**src/flash_rww_pkg.sv**
```systemverilog
// Constants, encodings and carrier types of the flash self-program control.
package flash_rww_pkg;

    // Word address width of the program flash.
    localparam int ADDR_W = 16;
    // Size of the halting region in words, at the top of flash.
    localparam logic [15:0] HALT_WORDS = 16'h1000;
    // Boot region sizes in words for boot_size_fuses 3..0.
    localparam logic [15:0] BOOT_SZ_3 = 16'h0200;
    localparam logic [15:0] BOOT_SZ_2 = 16'h0400;
    localparam logic [15:0] BOOT_SZ_1 = 16'h0800;
    localparam logic [15:0] BOOT_SZ_0 = 16'h1000;
    // Time in ns taken by a page erase or page write, and the same in clock cycles.
    localparam int PAGE_OP_NS = 40_000;
    localparam int CLK_NS = 10;
    localparam int PAGE_OP_CYC = PAGE_OP_NS / CLK_NS;
    // Lock pair value with both bits unprogrammed.
    localparam logic [1:0] LOCK_OPEN = 2'h3;

    // Avalon register word addresses.
    localparam logic [1:0] REG_CTRL = 2'h0;
    localparam logic [1:0] REG_ADDR = 2'h1;
    localparam logic [1:0] REG_LOCK = 2'h2;
    localparam logic [1:0] REG_STAT = 2'h3;
    // Control register fields.
    localparam int CTRL_GO = 0;
    localparam int CTRL_ERASE = 1;
    localparam int CTRL_CLR_BUSY = 2;
    localparam int CTRL_FROM_BOOT = 3;
    // Lock register fields.
    localparam int LOCK_APP_LO = 0;
    localparam int LOCK_BOOT_LO = 2;
    // Status register fields.
    localparam int STAT_BUSY = 0;
    localparam int STAT_STALL = 1;
    localparam int STAT_RUN = 2;
    localparam int STAT_IGN = 3;

    // Program-store request seen from the core.
    typedef struct packed {
        logic go;
        logic erase;
        logic from_boot;
        logic [ADDR_W-1:0] target;
    } store_req_t;

    // Flash array command towards the page programming engine.
    typedef struct packed {
        logic start;
        logic erase;
        logic [ADDR_W-1:0] target;
    } flash_cmd_t;

    typedef enum logic [1:0] {ST_IDLE, ST_BUSY} op_state_t;

endpackage

```
**src/lock_store.sv**
```systemverilog
// Holds the boot lock pairs: bits only program, chip erase clears.
`timescale 1ns/1ps
`default_nettype none
module lock_store (
    // Clock and reset.
    input wire logic mclk,
    input wire logic rst_n,
    // Software write and chip erase.
    input wire logic wr_en,
    input wire logic [3:0] wr_data,
    input wire logic chip_erase,
    // Current lock pairs.
    output logic [3:0] locks
);
    import flash_rww_pkg::*;
    logic [3:0] locks_q;
    logic [3:0] locks_d;

    // Writing zero programs a bit; only chip erase or reset returns it to one.
    always_comb begin
        locks_d = locks_q;
        if (chip_erase) begin
            locks_d = {LOCK_OPEN, LOCK_OPEN};
        end else if (wr_en) begin
            locks_d = locks_q & wr_data;
        end
    end

    always_ff @(posedge mclk or negedge rst_n) begin
        if (!rst_n) begin
            locks_q <= {LOCK_OPEN, LOCK_OPEN};
        end else begin
            locks_q <= locks_d;
        end
    end

    assign locks = locks_q;
endmodule
`default_nettype wire

```
**src/flash_self_program_rww_control.sv**
```systemverilog
// Self-program sequencer: region checks, locks, stall and busy flag.
`timescale 1ns/1ps
`default_nettype none
module flash_self_program_rww_control #(
    parameter int PAGE_CYC = flash_rww_pkg::PAGE_OP_CYC
) (
    // Clock and reset.
    input wire logic mclk,
    input wire logic resetn,
    // Fuses and chip erase.
    input wire logic [1:0] boot_size_fuses,
    input wire logic chip_erase,
    // Avalon-MM slave.
    input wire logic [1:0] address,
    input wire logic read,
    input wire logic write,
    input wire logic [31:0] writedata,
    output logic [31:0] readdata,
    output logic waitrequest,
    // Core fetch side.
    input wire logic [flash_rww_pkg::ADDR_W-1:0] fetch_addr,
    output logic core_stall,
    output logic fetch_in_boot,
    // Flash array command and done.
    output flash_rww_pkg::flash_cmd_t flash_cmd,
    input wire logic flash_done
);
    import flash_rww_pkg::*;

    // Refuse a page time that the down-counter cannot serve.
    if (PAGE_CYC < 1) begin : g_bad_page
        $error("PAGE_CYC must be at least one");
    end

    // Reset synchroniser.
    logic rs1_q;
    logic rs2_q;
    always_ff @(posedge mclk or negedge resetn) begin
        if (!resetn) begin
            rs1_q <= 1'b0;
            rs2_q <= 1'b0;
        end else begin
            rs1_q <= 1'b1;
            rs2_q <= rs1_q;
        end
    end
    wire logic rst_n = rs2_q;

    // Boot region start address from the fuses.
    function automatic logic [15:0] boot_start(input logic [1:0] f);
        logic [15:0] sz;
        case (f)
            2'h3: sz = BOOT_SZ_3;
            2'h2: sz = BOOT_SZ_2;
            2'h1: sz = BOOT_SZ_1;
            default: sz = BOOT_SZ_0;
        endcase
        boot_start = 16'h0000 - sz;
    endfunction

    // Halting region is a fixed top slice; boot never exceeds it.
    function automatic logic in_halt(input logic [15:0] a);
        in_halt = a >= (16'h0000 - HALT_WORDS);
    endfunction

    logic [15:0] boot_base;
    // Boot sizes never exceed the halting size, so boot sits within it.
    assign boot_base = boot_start(boot_size_fuses);

    // Lock pairs.
    logic [3:0] locks;
    logic lock_wr;
    lock_store u_locks (
        .mclk(mclk),
        .rst_n(rst_n),
        .wr_en(lock_wr),
        .wr_data(writedata[3:0]),
        .chip_erase(chip_erase),
        .locks(locks)
    );
    logic [1:0] app_lock;
    logic [1:0] boot_lock;
    assign app_lock = locks[LOCK_APP_LO +: 2];
    assign boot_lock = locks[LOCK_BOOT_LO +: 2];

    // Software-visible registers and sequencer state.
    op_state_t st_q, st_d;
    logic [15:0] addr_q, addr_d;
    logic [31:0] cnt_q, cnt_d;
    logic busy_q, busy_d;
    logic stall_q, stall_d;
    logic ign_q, ign_d;
    logic erase_q, erase_d;
    logic [31:0] rdata_q, rdata_d;
    logic wait_q, wait_d;
    logic boot_q, boot_d;
    flash_cmd_t cmd_q, cmd_d;
    store_req_t req;
    logic tgt_boot;
    logic write_ok;

    // A store is decoded from a control write.
    always_comb begin
        req.go = write && !wait_q && address == REG_CTRL
            && writedata[CTRL_GO];
        req.erase = writedata[CTRL_ERASE];
        req.from_boot = writedata[CTRL_FROM_BOOT];
        req.target = addr_q;
    end

    // Target section and its lock decide whether the store proceeds.
    assign tgt_boot = req.target >= boot_base;
    always_comb begin
        if (tgt_boot) begin
            write_ok = boot_lock[0];
        end else begin
            write_ok = app_lock[0];
        end
    end

    assign lock_wr = write && !wait_q && address == REG_LOCK;

    // Sequencer, busy flag and bus answer.
    always_comb begin
        st_d = st_q;
        addr_d = addr_q;
        cnt_d = cnt_q;
        busy_d = busy_q;
        stall_d = stall_q;
        ign_d = ign_q;
        erase_d = erase_q;
        rdata_d = rdata_q;
        wait_d = 1'b1;
        boot_d = fetch_addr >= boot_base;
        cmd_d = '0;
        cmd_d.target = addr_q;
        cmd_d.erase = erase_q;
        if (wait_q) begin
            wait_d = !(read || write);
        end else begin
            wait_d = 1'b1;
        end
        if ((read || write) && wait_q) begin
            wait_d = 1'b0;
        end
        if (write && !wait_q && address == REG_ADDR) begin
            addr_d = writedata[15:0];
        end
        if (write && !wait_q && address == REG_CTRL
            && writedata[CTRL_CLR_BUSY] && st_q == ST_IDLE) begin
            busy_d = 1'b0;
        end
        // Read data are latched when the request is first seen, so they
        // stand at the edge where the master sees waitrequest low.
        if (read && wait_q) begin
            rdata_d = '0;
            case (address)
                REG_CTRL: rdata_d = '0;
                REG_ADDR: rdata_d[15:0] = addr_q;
                REG_LOCK: rdata_d[3:0] = locks;
                REG_STAT: begin
                    rdata_d[STAT_BUSY] = busy_q;
                    rdata_d[STAT_STALL] = stall_q;
                    rdata_d[STAT_RUN] = st_q == ST_BUSY;
                    rdata_d[STAT_IGN] = ign_q;
                end
                default: rdata_d = '0;
            endcase
        end
        case (st_q)
            ST_IDLE: begin
                if (req.go) begin
                    if (!req.from_boot || !write_ok) begin
                        ign_d = 1'b1;
                    end else begin
                        ign_d = 1'b0;
                        st_d = ST_BUSY;
                        erase_d = req.erase;
                        cmd_d.start = 1'b1;
                        cmd_d.erase = req.erase;
                        cmd_d.target = req.target;
                        cnt_d = 32'(PAGE_CYC);
                        if (in_halt(req.target)) begin
                            stall_d = 1'b1;
                        end else begin
                            busy_d = 1'b1;
                        end
                    end
                end
            end
            ST_BUSY: begin
                // Concurrent-read work leaves stall low.
                if (cnt_q != 32'h0000_0000) begin
                    cnt_d = cnt_q - 32'h0000_0001;
                end
                if (flash_done || cnt_q == 32'h0000_0001) begin
                    st_d = ST_IDLE;
                    stall_d = 1'b0;
                end
            end
            default: st_d = ST_IDLE;
        endcase
    end

    always_ff @(posedge mclk or negedge rst_n) begin
        if (!rst_n) begin
            st_q <= ST_IDLE;
            addr_q <= 16'h0000;
            cnt_q <= 32'h0000_0000;
            busy_q <= 1'b0;
            stall_q <= 1'b0;
            ign_q <= 1'b0;
            erase_q <= 1'b0;
            rdata_q <= 32'h0000_0000;
            wait_q <= 1'b1;
            boot_q <= 1'b0;
            cmd_q <= '0;
        end else begin
            st_q <= st_d;
            addr_q <= addr_d;
            cnt_q <= cnt_d;
            busy_q <= busy_d;
            stall_q <= stall_d;
            ign_q <= ign_d;
            erase_q <= erase_d;
            rdata_q <= rdata_d;
            wait_q <= wait_d;
            boot_q <= boot_d;
            cmd_q <= cmd_d;
        end
    end

    assign readdata = rdata_q;
    assign waitrequest = wait_q;
    assign core_stall = stall_q;
    assign fetch_in_boot = boot_q;
    assign flash_cmd = cmd_q;
endmodule
`default_nettype wire

```
**config.mk**
```make
export PLATFORM = sky130hd
export DESIGN_NAME = flash_self_program_rww_control
export DESIGN_NICKNAME = d
export VERILOG_FILES = /design/src/flash_rww_pkg.sv /design/src/lock_store.sv /design/src/flash_self_program_rww_control.sv
export SDC_FILE = /design/constraint.sdc
export NUM_CORES = 1
export LEC_CHECK = 0
export BUFFER_PORTS_ARGS = -buffer_cell sky130_fd_sc_hd__buf_4
export CORE_ASPECT_RATIO = 0.9
export CORE_UTILIZATION = 48
export DETAILED_ROUTE_END_ITERATION = 6
export PLACE_DENSITY = 0.81
export RECOVER_POWER = 25
export SLEW_MARGIN = 20
export SYNTH_ARGS = -nofsm -noshare
export SYNTH_HDL_FRONTEND = slang
export SYNTH_SLANG_ARGS = --single-unit
```
**constraint.sdc**
```tcl
create_clock -name mclk -period 3.05 [get_ports mclk]
set_input_delay 0.61 -clock mclk [delete_from_list [all_inputs] [get_ports mclk]]
set_output_delay 0.61 -clock mclk [all_outputs]
set_load 0.05 [all_outputs]
```
After elaboration in Yosys (flattened, before gate mapping)
Cells that the tools add are included.
{"block": "word_totals", "elab_cells": 92, "ff_bits": 96, "inputBits": 58}
{"block": "op_classes", "n_reduce_logical": 26, "eq_ne": 13, "bitwise_logic": 2, "muxes": 30, "n_lt_le_gt_ge": 3, "addsub": 2}
{"cell": "$mux W32", "count": 3}
{"cell": "$pmux W32 S2", "count": 1}
{"cell": "$mux W18", "count": 3}
{"cell": "$pmux W13 S3", "count": 1}
{"cell": "$eq A32 B1 Y1 const B", "count": 1}
{"cell": "$ge A16 B16 Y1", "count": 2}
{"cell": "$reduce_bool A32 Y1", "count": 1}
{"cell": "$sub A32 B1 Y32 const B", "count": 1}
{"cell": "$ge A16 B16 Y1 const B", "count": 1}
{"cell": "$pmux W4 S4", "count": 1}
{"cell": "$sub A1 B16 Y16 const A", "count": 1}
{"cell": "$mux W1", "count": 13}
{"cell": "$mux W12", "count": 1}
{"cell": "$logic_and A1 B1 Y1", "count": 9}
{"cell": "$eq A2 B2 Y1 const B", "count": 4}
{"cell": "$mux W4", "count": 2}
{"cell": "$eq A2 B1 Y1 const B", "count": 3}
{"cell": "$mux W2", "count": 3}
{"cell": "$ne A2 B1 Y1 const B", "count": 3}
{"cell": "$reduce_and A3 Y1", "count": 2}
{"cell": "$reduce_and A5 Y1", "count": 1}
{"cell": "$and A4 B4 Y4", "count": 1}
{"cell": "$logic_not A1 Y1", "count": 4}
{"cell": "$logic_not A2 Y1", "count": 2}
{"cell": "8 further kinds", "count": 12}

Logic depth before layout (Yosys ltp)
{"block": "logic_depth", "depth_word": 10, "mapped_depth": 10}

By module
From an unflattened synthesis, not the netlist that was laid out.
{"block": "unflattened", "hier_cells": 359, "hier_area_um2": 4280.4}
{"module": "flash_self_program_rww_control", "seq_area_each_um2": 2278.4, "cells_each": 347, "area_per_inst_um2": 4120.2, "instances": 1}
{"module": "lock_store", "seq_area_each_um2": 105.1, "cells_each": 12, "area_per_inst_um2": 160.2, "instances": 1}

Least setup slack after synthesis
Ideal clock, no wire load.
{"block": "synth_timing", "path_type": "input to register", "start": "input boot_size_fuses[1]", "end": "register cnt_q[30]", "setup_slack_ps": 560, "stages": 8, "path_buffers": 0, "setup_ps": 77, "required_time_ps": 2973, "arrival_time_ps": 2412, "cell_sequence": "nand2_1 ha_1 o21ai_0 a211oi_2 mux2i_4 o211ai_2 or4_1 a21oi_1"}
{"block": "synth_via", "elab_chain_cells": 9, "elab_cells_between_ends": 11, "cone_classes": "1 x add/sub; 1 x order compare; 4 x eq/ne; 2 x mux; 3 x reduce/logical"}
{"item": "start, declared", "line_no": "flash_self_program_rww_control.sv:11", "rtl": "input wire logic [1:0] boot_size_fuses,"}
{"item": "$eq A2 B1 Y1 / $eq A2 B2 Y1 (equally long branches)", "line_no": "flash_self_program_rww_control.sv:52", "rtl": "case (f)"}
{"item": "$pmux W13 S3 *", "line_no": "flash_self_program_rww_control.sv:52"}
{"item": "$sub A1 B16 Y16 *", "line_no": "flash_self_program_rww_control.sv:58", "rtl": "boot_start = 16'h0000 - sz;"}
{"item": "$ge A16 B16 Y1 *", "line_no": "flash_self_program_rww_control.sv:112", "rtl": "assign tgt_boot = req.target >= boot_base;"}
{"item": "$mux W1 *", "line_no": "flash_self_program_rww_control.sv:114", "rtl": "if (tgt_boot) begin"}
{"item": "$logic_not A1 Y1 *", "line_no": "flash_self_program_rww_control.sv:173", "rtl": "if (!req.from_boot || !write_ok) begin"}
{"item": "$logic_or A1 B1 Y1 *", "line_no": "flash_self_program_rww_control.sv:173"}
{"item": "$ne A2 B2 Y1 (no source line) *"}
{"item": "$reduce_and A4 Y1 (no source line) *"}
{"item": "end signal, assigned", "line_no": "flash_self_program_rww_control.sv:221", "rtl": "cnt_q <= cnt_d;"}
{"item": "end, declared", "line_no": "flash_self_program_rww_control.sv:89", "rtl": "logic [31:0] cnt_q, cnt_d;"}
Mark *: on every way between the ends. The rest lies on a longest branch, timed or not.
A chain may end at the register's enable or synchronous reset.

Worst setup path in the final report
{"block": "layout_timing", "start": "register cnt_q[4]", "end": "register cnt_q[30]"}
{"block": "layout_via", "elab_chain_cells": 3, "elab_cells_between_ends": 6, "cone_classes": "1 x add/sub; 1 x eq/ne; 2 x mux; 2 x reduce/logical"}
{"item": "$sub A32 B1 Y32 / $reduce_bool A32 Y1 (equally long branches)", "line_no": "flash_self_program_rww_control.sv:194, flash_self_program_rww_control.sv:193"}
{"item": "$mux W32 / $ne A2 B1 Y1 (equally long branches)"}
{"item": "$pmux W32 S2 / $reduce_and A4 Y1 (equally long branches)"}
Several ways; a longest one is shown, not always the timed one. The select of a mux whose other input is x is not followed.

==> results <==
- The run finished, with violations left.
- The final reports fail on max-capacitance violations, max-slew violations.
- The max-slew violation count is ~60.
- The initial core utilization is 50.8%.
- Wires add up to around 9.6 mm.
- The site row count is 32.
- The via count of the first global-routing pass is between 3000 and 4000.
- The count of nets left with antenna violations once routing finished came out at 0.
- In this design, the stage delay of the slowest critical-path cell is 0.49 ns.
- The average cell area after synthesis is roughly 12 µm².
- The DRC violation total after the first TritonRoute iteration is around 180.
- Total power for the finished layout comes to roughly 4000 µW.
- The signal on the critical path passes through nor4_1 > nand4_1 > a211oi_1 > o211ai_2 > or4_1 > a21oi_1.
- In this run the deepest clock path goes through 2 buffers.
- Setup violations remaining at the end of the flow were counted as 0.
- The post-place setup slack is 0.193 ns.
- After detailed routing, the average wire length per cell comes to around 16 µm.
- Synthesis handed over a netlist of about 380 instances.
- After filler insertion, the fill cell instance count of the layout stands at 720.
- Leaving out fill and tap cells, the most frequent cell in the layout is sky130_fd_sc_hd__dfrtp_1.
- After detailed routing, the number of remaining DRC violations is 0.
- In the layout the commonest cells are sky130_fd_sc_hd__dfrtp_1, sky130_fd_sc_hd__buf_4, sky130_fd_sc_hd__nand2_1.
- The clock tree synthesis step divided the H-tree into 3 levels.
- The first global-routing pass estimated about 16 mm of wire.
- The maximum number of pins on one net before global-route repair is 61.
- The number of clock sinks is 95.
- The worst setup path is captured at a register.
- In this run the count of I/O pins placed on the die edge is ~110.
- The half-perimeter wire length of the detailed placement result is roughly 7.0 mm.
- Global routing used between 20% and 30% of the available tracks across all layers.
- The first detailed-routing pass took 4 iterations.
- The number of enable-type register cells in the synthesized netlist is 0.
- The internal portion of total power is between 2000 and 2500 µW.
- During synthesis, Yosys emitted a total of 0 warnings.
- Of the synthesized area, sequential elements account for between 50% and 60%.
- After detailed routing, the number of vias per cell comes to ~5.6.
- The synthesized design contains between 90 and 100 register bits.
- In this run the horizontal extent of the chip is roughly 100 µm.
- The type of origin of the critical path is a register.
- The cell type of the slowest stage on the worst timing path is sky130_fd_sc_hd__nor4_1.
- TritonCTS built the clock tree.
- The signal arrival time at the worst endpoint is about 2.8 ns.
- For this design the ratio of total power to cell area is 747 nW/µm².
- The worst path required time is 3.34 ns.
- For this run, asynchronously set or reset flops after synthesis account for 100%.
- The number of buffers created by CTS is 9.
- The number of antenna violations at the first check in global routing was 0.
- The top flip-flop cell by instance count after synthesis is sky130_fd_sc_hd__dfrtp_1.
- The area of the placeable core is a little under 9000 µm².
- The share of power burned in the clock network is 20.2%.
- The total die area is 9670 µm².
- 0 antenna diodes ended up in the layout.
- The post-layout worst setup margin is approximately 0.53 ns.
- In this run the cell area of the synthesized design comes to approximately 4500 µm².
- In this design, the largest share of critical-path delay is due to simple AND/OR/NAND/NOR gates.
- Setup repair after global routing left no endpoint under its margin.
- The share of the clock period used by the worst path is 82.6%.
- In this run the power spent charging and discharging nets is ~1600 µW.
- The number of different library cells in the post-synthesis netlist is 57.
- The multi-input combinational cells in the finished layout cover a total of 1920 µm².
- After layout, the minimum clock period comes to 2.52 ns.
- The clock edge transition at the registers on the reported setup and hold paths is around 0.10 ns.
- For the pin with the worst max-slew slack, the measured transition is approximately 2.4 ns.
- In this run the static leakage power is approximately 0.0023 µW.
- The layout cell share with drive strength beyond 1 is 30.0%.
- The worst path buffer plus inverter count is 0.
- The worst voltage drop across the vdd grid is 0.401 mV.
- The final clock skew is around 0.0073 ns.
- The cell chosen for the clock root is sky130_fd_sc_hd__clkbuf_8.
- Of the total power, registers draw 46.2%.
- The number of buffer cells added on primary ports is 69.
- Post-CTS timing repair inserted 0 buffers for setup.
- The largest fanout on the critical path is 7.
- The summed negative setup slack over all endpoints is 0 ns.
- The max-capacitance violation count is 1.
- The achievable clock frequency is ~0.40 GHz.
- The headroom to the max-slew limit is -57.4%.
- The routability congestion estimate from global placement is approximately 0.82.
- The height of the chip is 93.4 µm.
- The overall via count from detail_route is roughly 3200.
- The final global-route overflow total is 0.
- The class of the worst hold path is register to register.
- The critical path is of the register to register type.
- In this run, the combinational gates consume about a third of the power.
- The switching part of the total is about two fifths.
- At the later pin of the worst-skew pair, clock insertion delay measures between 0.3 and 0.4 ns.
- The area growth from synthesis to layout is 17.5%.
- The number of hold-slack violations in the final timing report is 0.
- The sequential cells in the finished layout cover a total of between 2000 and 2500 µm².
- The number of nets at the end of the flow is roughly 530.
area by class of cell:
type | instances | share of cell area [%]
flip-flops and latches | 95 | 45.5
multi-input cells | 270 | 36.6
repair buffers | 77 | 11.0
well taps | 119 | 2.84
clock buffers | 10 | 2.63
clock inverters | 6 | 1.00
inverters | 5 | 0.359
per-layer routing:
layer	global-route usage (%)	routed length (µm)	up-vias
li1	-	-	1551
met1	27.4	4330	1603
met2	35.0	4720	82
met3	3.90	402	10
met4	7.85	142	0
met5	0	0	-
power by group through the flow:
stage	Clock, µW	Combinational [µW]	Sequential, µW
floorplan	0	651	2110
global placement	0	1260	1810
detailed placement	0	1310	1820
CTS	814	1320	1800
global route	858	1410	1850
finish	790	1310	1800
synth_stat cells, types with 6 or more instances:
library cell / instances / area share (%)
sky130_fd_sc_hd__buf_4: 16 / 2.7
sky130_fd_sc_hd__nand3_1: 11 / 1.2
sky130_fd_sc_hd__mux2_2: 20 / 5.1
sky130_fd_sc_hd__nand2b_1: 10 / 1.4
sky130_fd_sc_hd__ha_1: 9 / 2.5
sky130_fd_sc_hd__o41ai_1: 8 / 1.6
sky130_fd_sc_hd__or3_1: 11 / 1.5
sky130_fd_sc_hd__o31ai_1: 8 / 1.3
sky130_fd_sc_hd__or4_1: 7 / 1.2
sky130_fd_sc_hd__nand4_1: 9 / 1.3
sky130_fd_sc_hd__a22o_1: 13 / 2.6
sky130_fd_sc_hd__a21oi_1: 10 / 1.1
sky130_fd_sc_hd__nand2_1: 25 / 2.1
sky130_fd_sc_hd__or2_2: 6 / 0.84
sky130_fd_sc_hd__o21ai_0: 21 / 2.4
sky130_fd_sc_hd__nor2_1: 19 / 1.6
sky130_fd_sc_hd__dfrtp_1: 90 / 51
worst paths after layout:
path | startpoint | end | slack (ns) | depth (start not counted)
worst max-delay path | cnt_q[4] | cnt_q[30] | 0.53 | 6
worst min-delay path | rs1_q | rs2_q | 0.37 | 0
worst max register to register | cnt_q[4] | cnt_q[30] | 0.53 | 6
worst min register to register | rs1_q | rs2_q | 0.37 | 0
max in group asynchronous | rs2_q | cnt_q[7] | 0.70 | 0
min in group asynchronous | resetn | rs1_q | 0.55 | 2
registers in the layout (all words and copies together), names as in the netlist:
register       count
addr_q            16
u_locks.locks      4
fetch_in_boot      1
readdata          16
cnt_q             32
rs2_q              1
waitrequest        1
erase_q            1
busy_q             1
flash_cmd         18
core_stall         1
st_q               1
ign_q              1
rs1_q              1
kinds of logic (layout without fill, tap and decap cells):
kind of cell / count (synthesis) / after routing / share of synthesized area, %
mux: 22 / 22 / 5.78
xor+xnor: 3 / 3 / 0.590
buf+inv: 34 / 98 / 4.86
fa+ha+maj: 9 / 9 / 2.53
simple gates: 126 / 126 / 17.4
other cells: 2 / 18 / 0.169
compound gates: 92 / 92 / 15.2
flops: 95 / 95 / 53.5
worst reg2reg max path, cell delays in order (launching register included):
cell and delay (ns):
sky130_fd_sc_hd__dfrtp_1 0.42, sky130_fd_sc_hd__nor4_1 0.49, sky130_fd_sc_hd__nand4_1 0.40, sky130_fd_sc_hd__a211oi_1 0.32, sky130_fd_sc_hd__o211ai_2 0.22, sky130_fd_sc_hd__or4_1 0.45, sky130_fd_sc_hd__a21oi_1 0.15
through the flow:
step / util (%) / instances / instance area (µm²) / hold WS, ns
3_5_place_dp: 57.5 / 565 / 5040 / 0.342
4_1_cts: 59.8 / 582 / 5240 / 0.373
6_report: 59.7 / 582 / 5230 / 0.371
3_3_place_gp: 57.5 / 565 / 5040 / 0.342
2_1_floorplan: - / 399 / 4520 / 0.314
5_1_grt: 59.7 / 582 / 5230 / 0.390
timing repair:
item,CTS,global route
hold buffers,1,0
endpoints found under the hold margin,2,0
gates resized for setup,0,0
endpoints found under the setup margin,0,0
No activity file was read; power rests on OpenSTA's default activity.
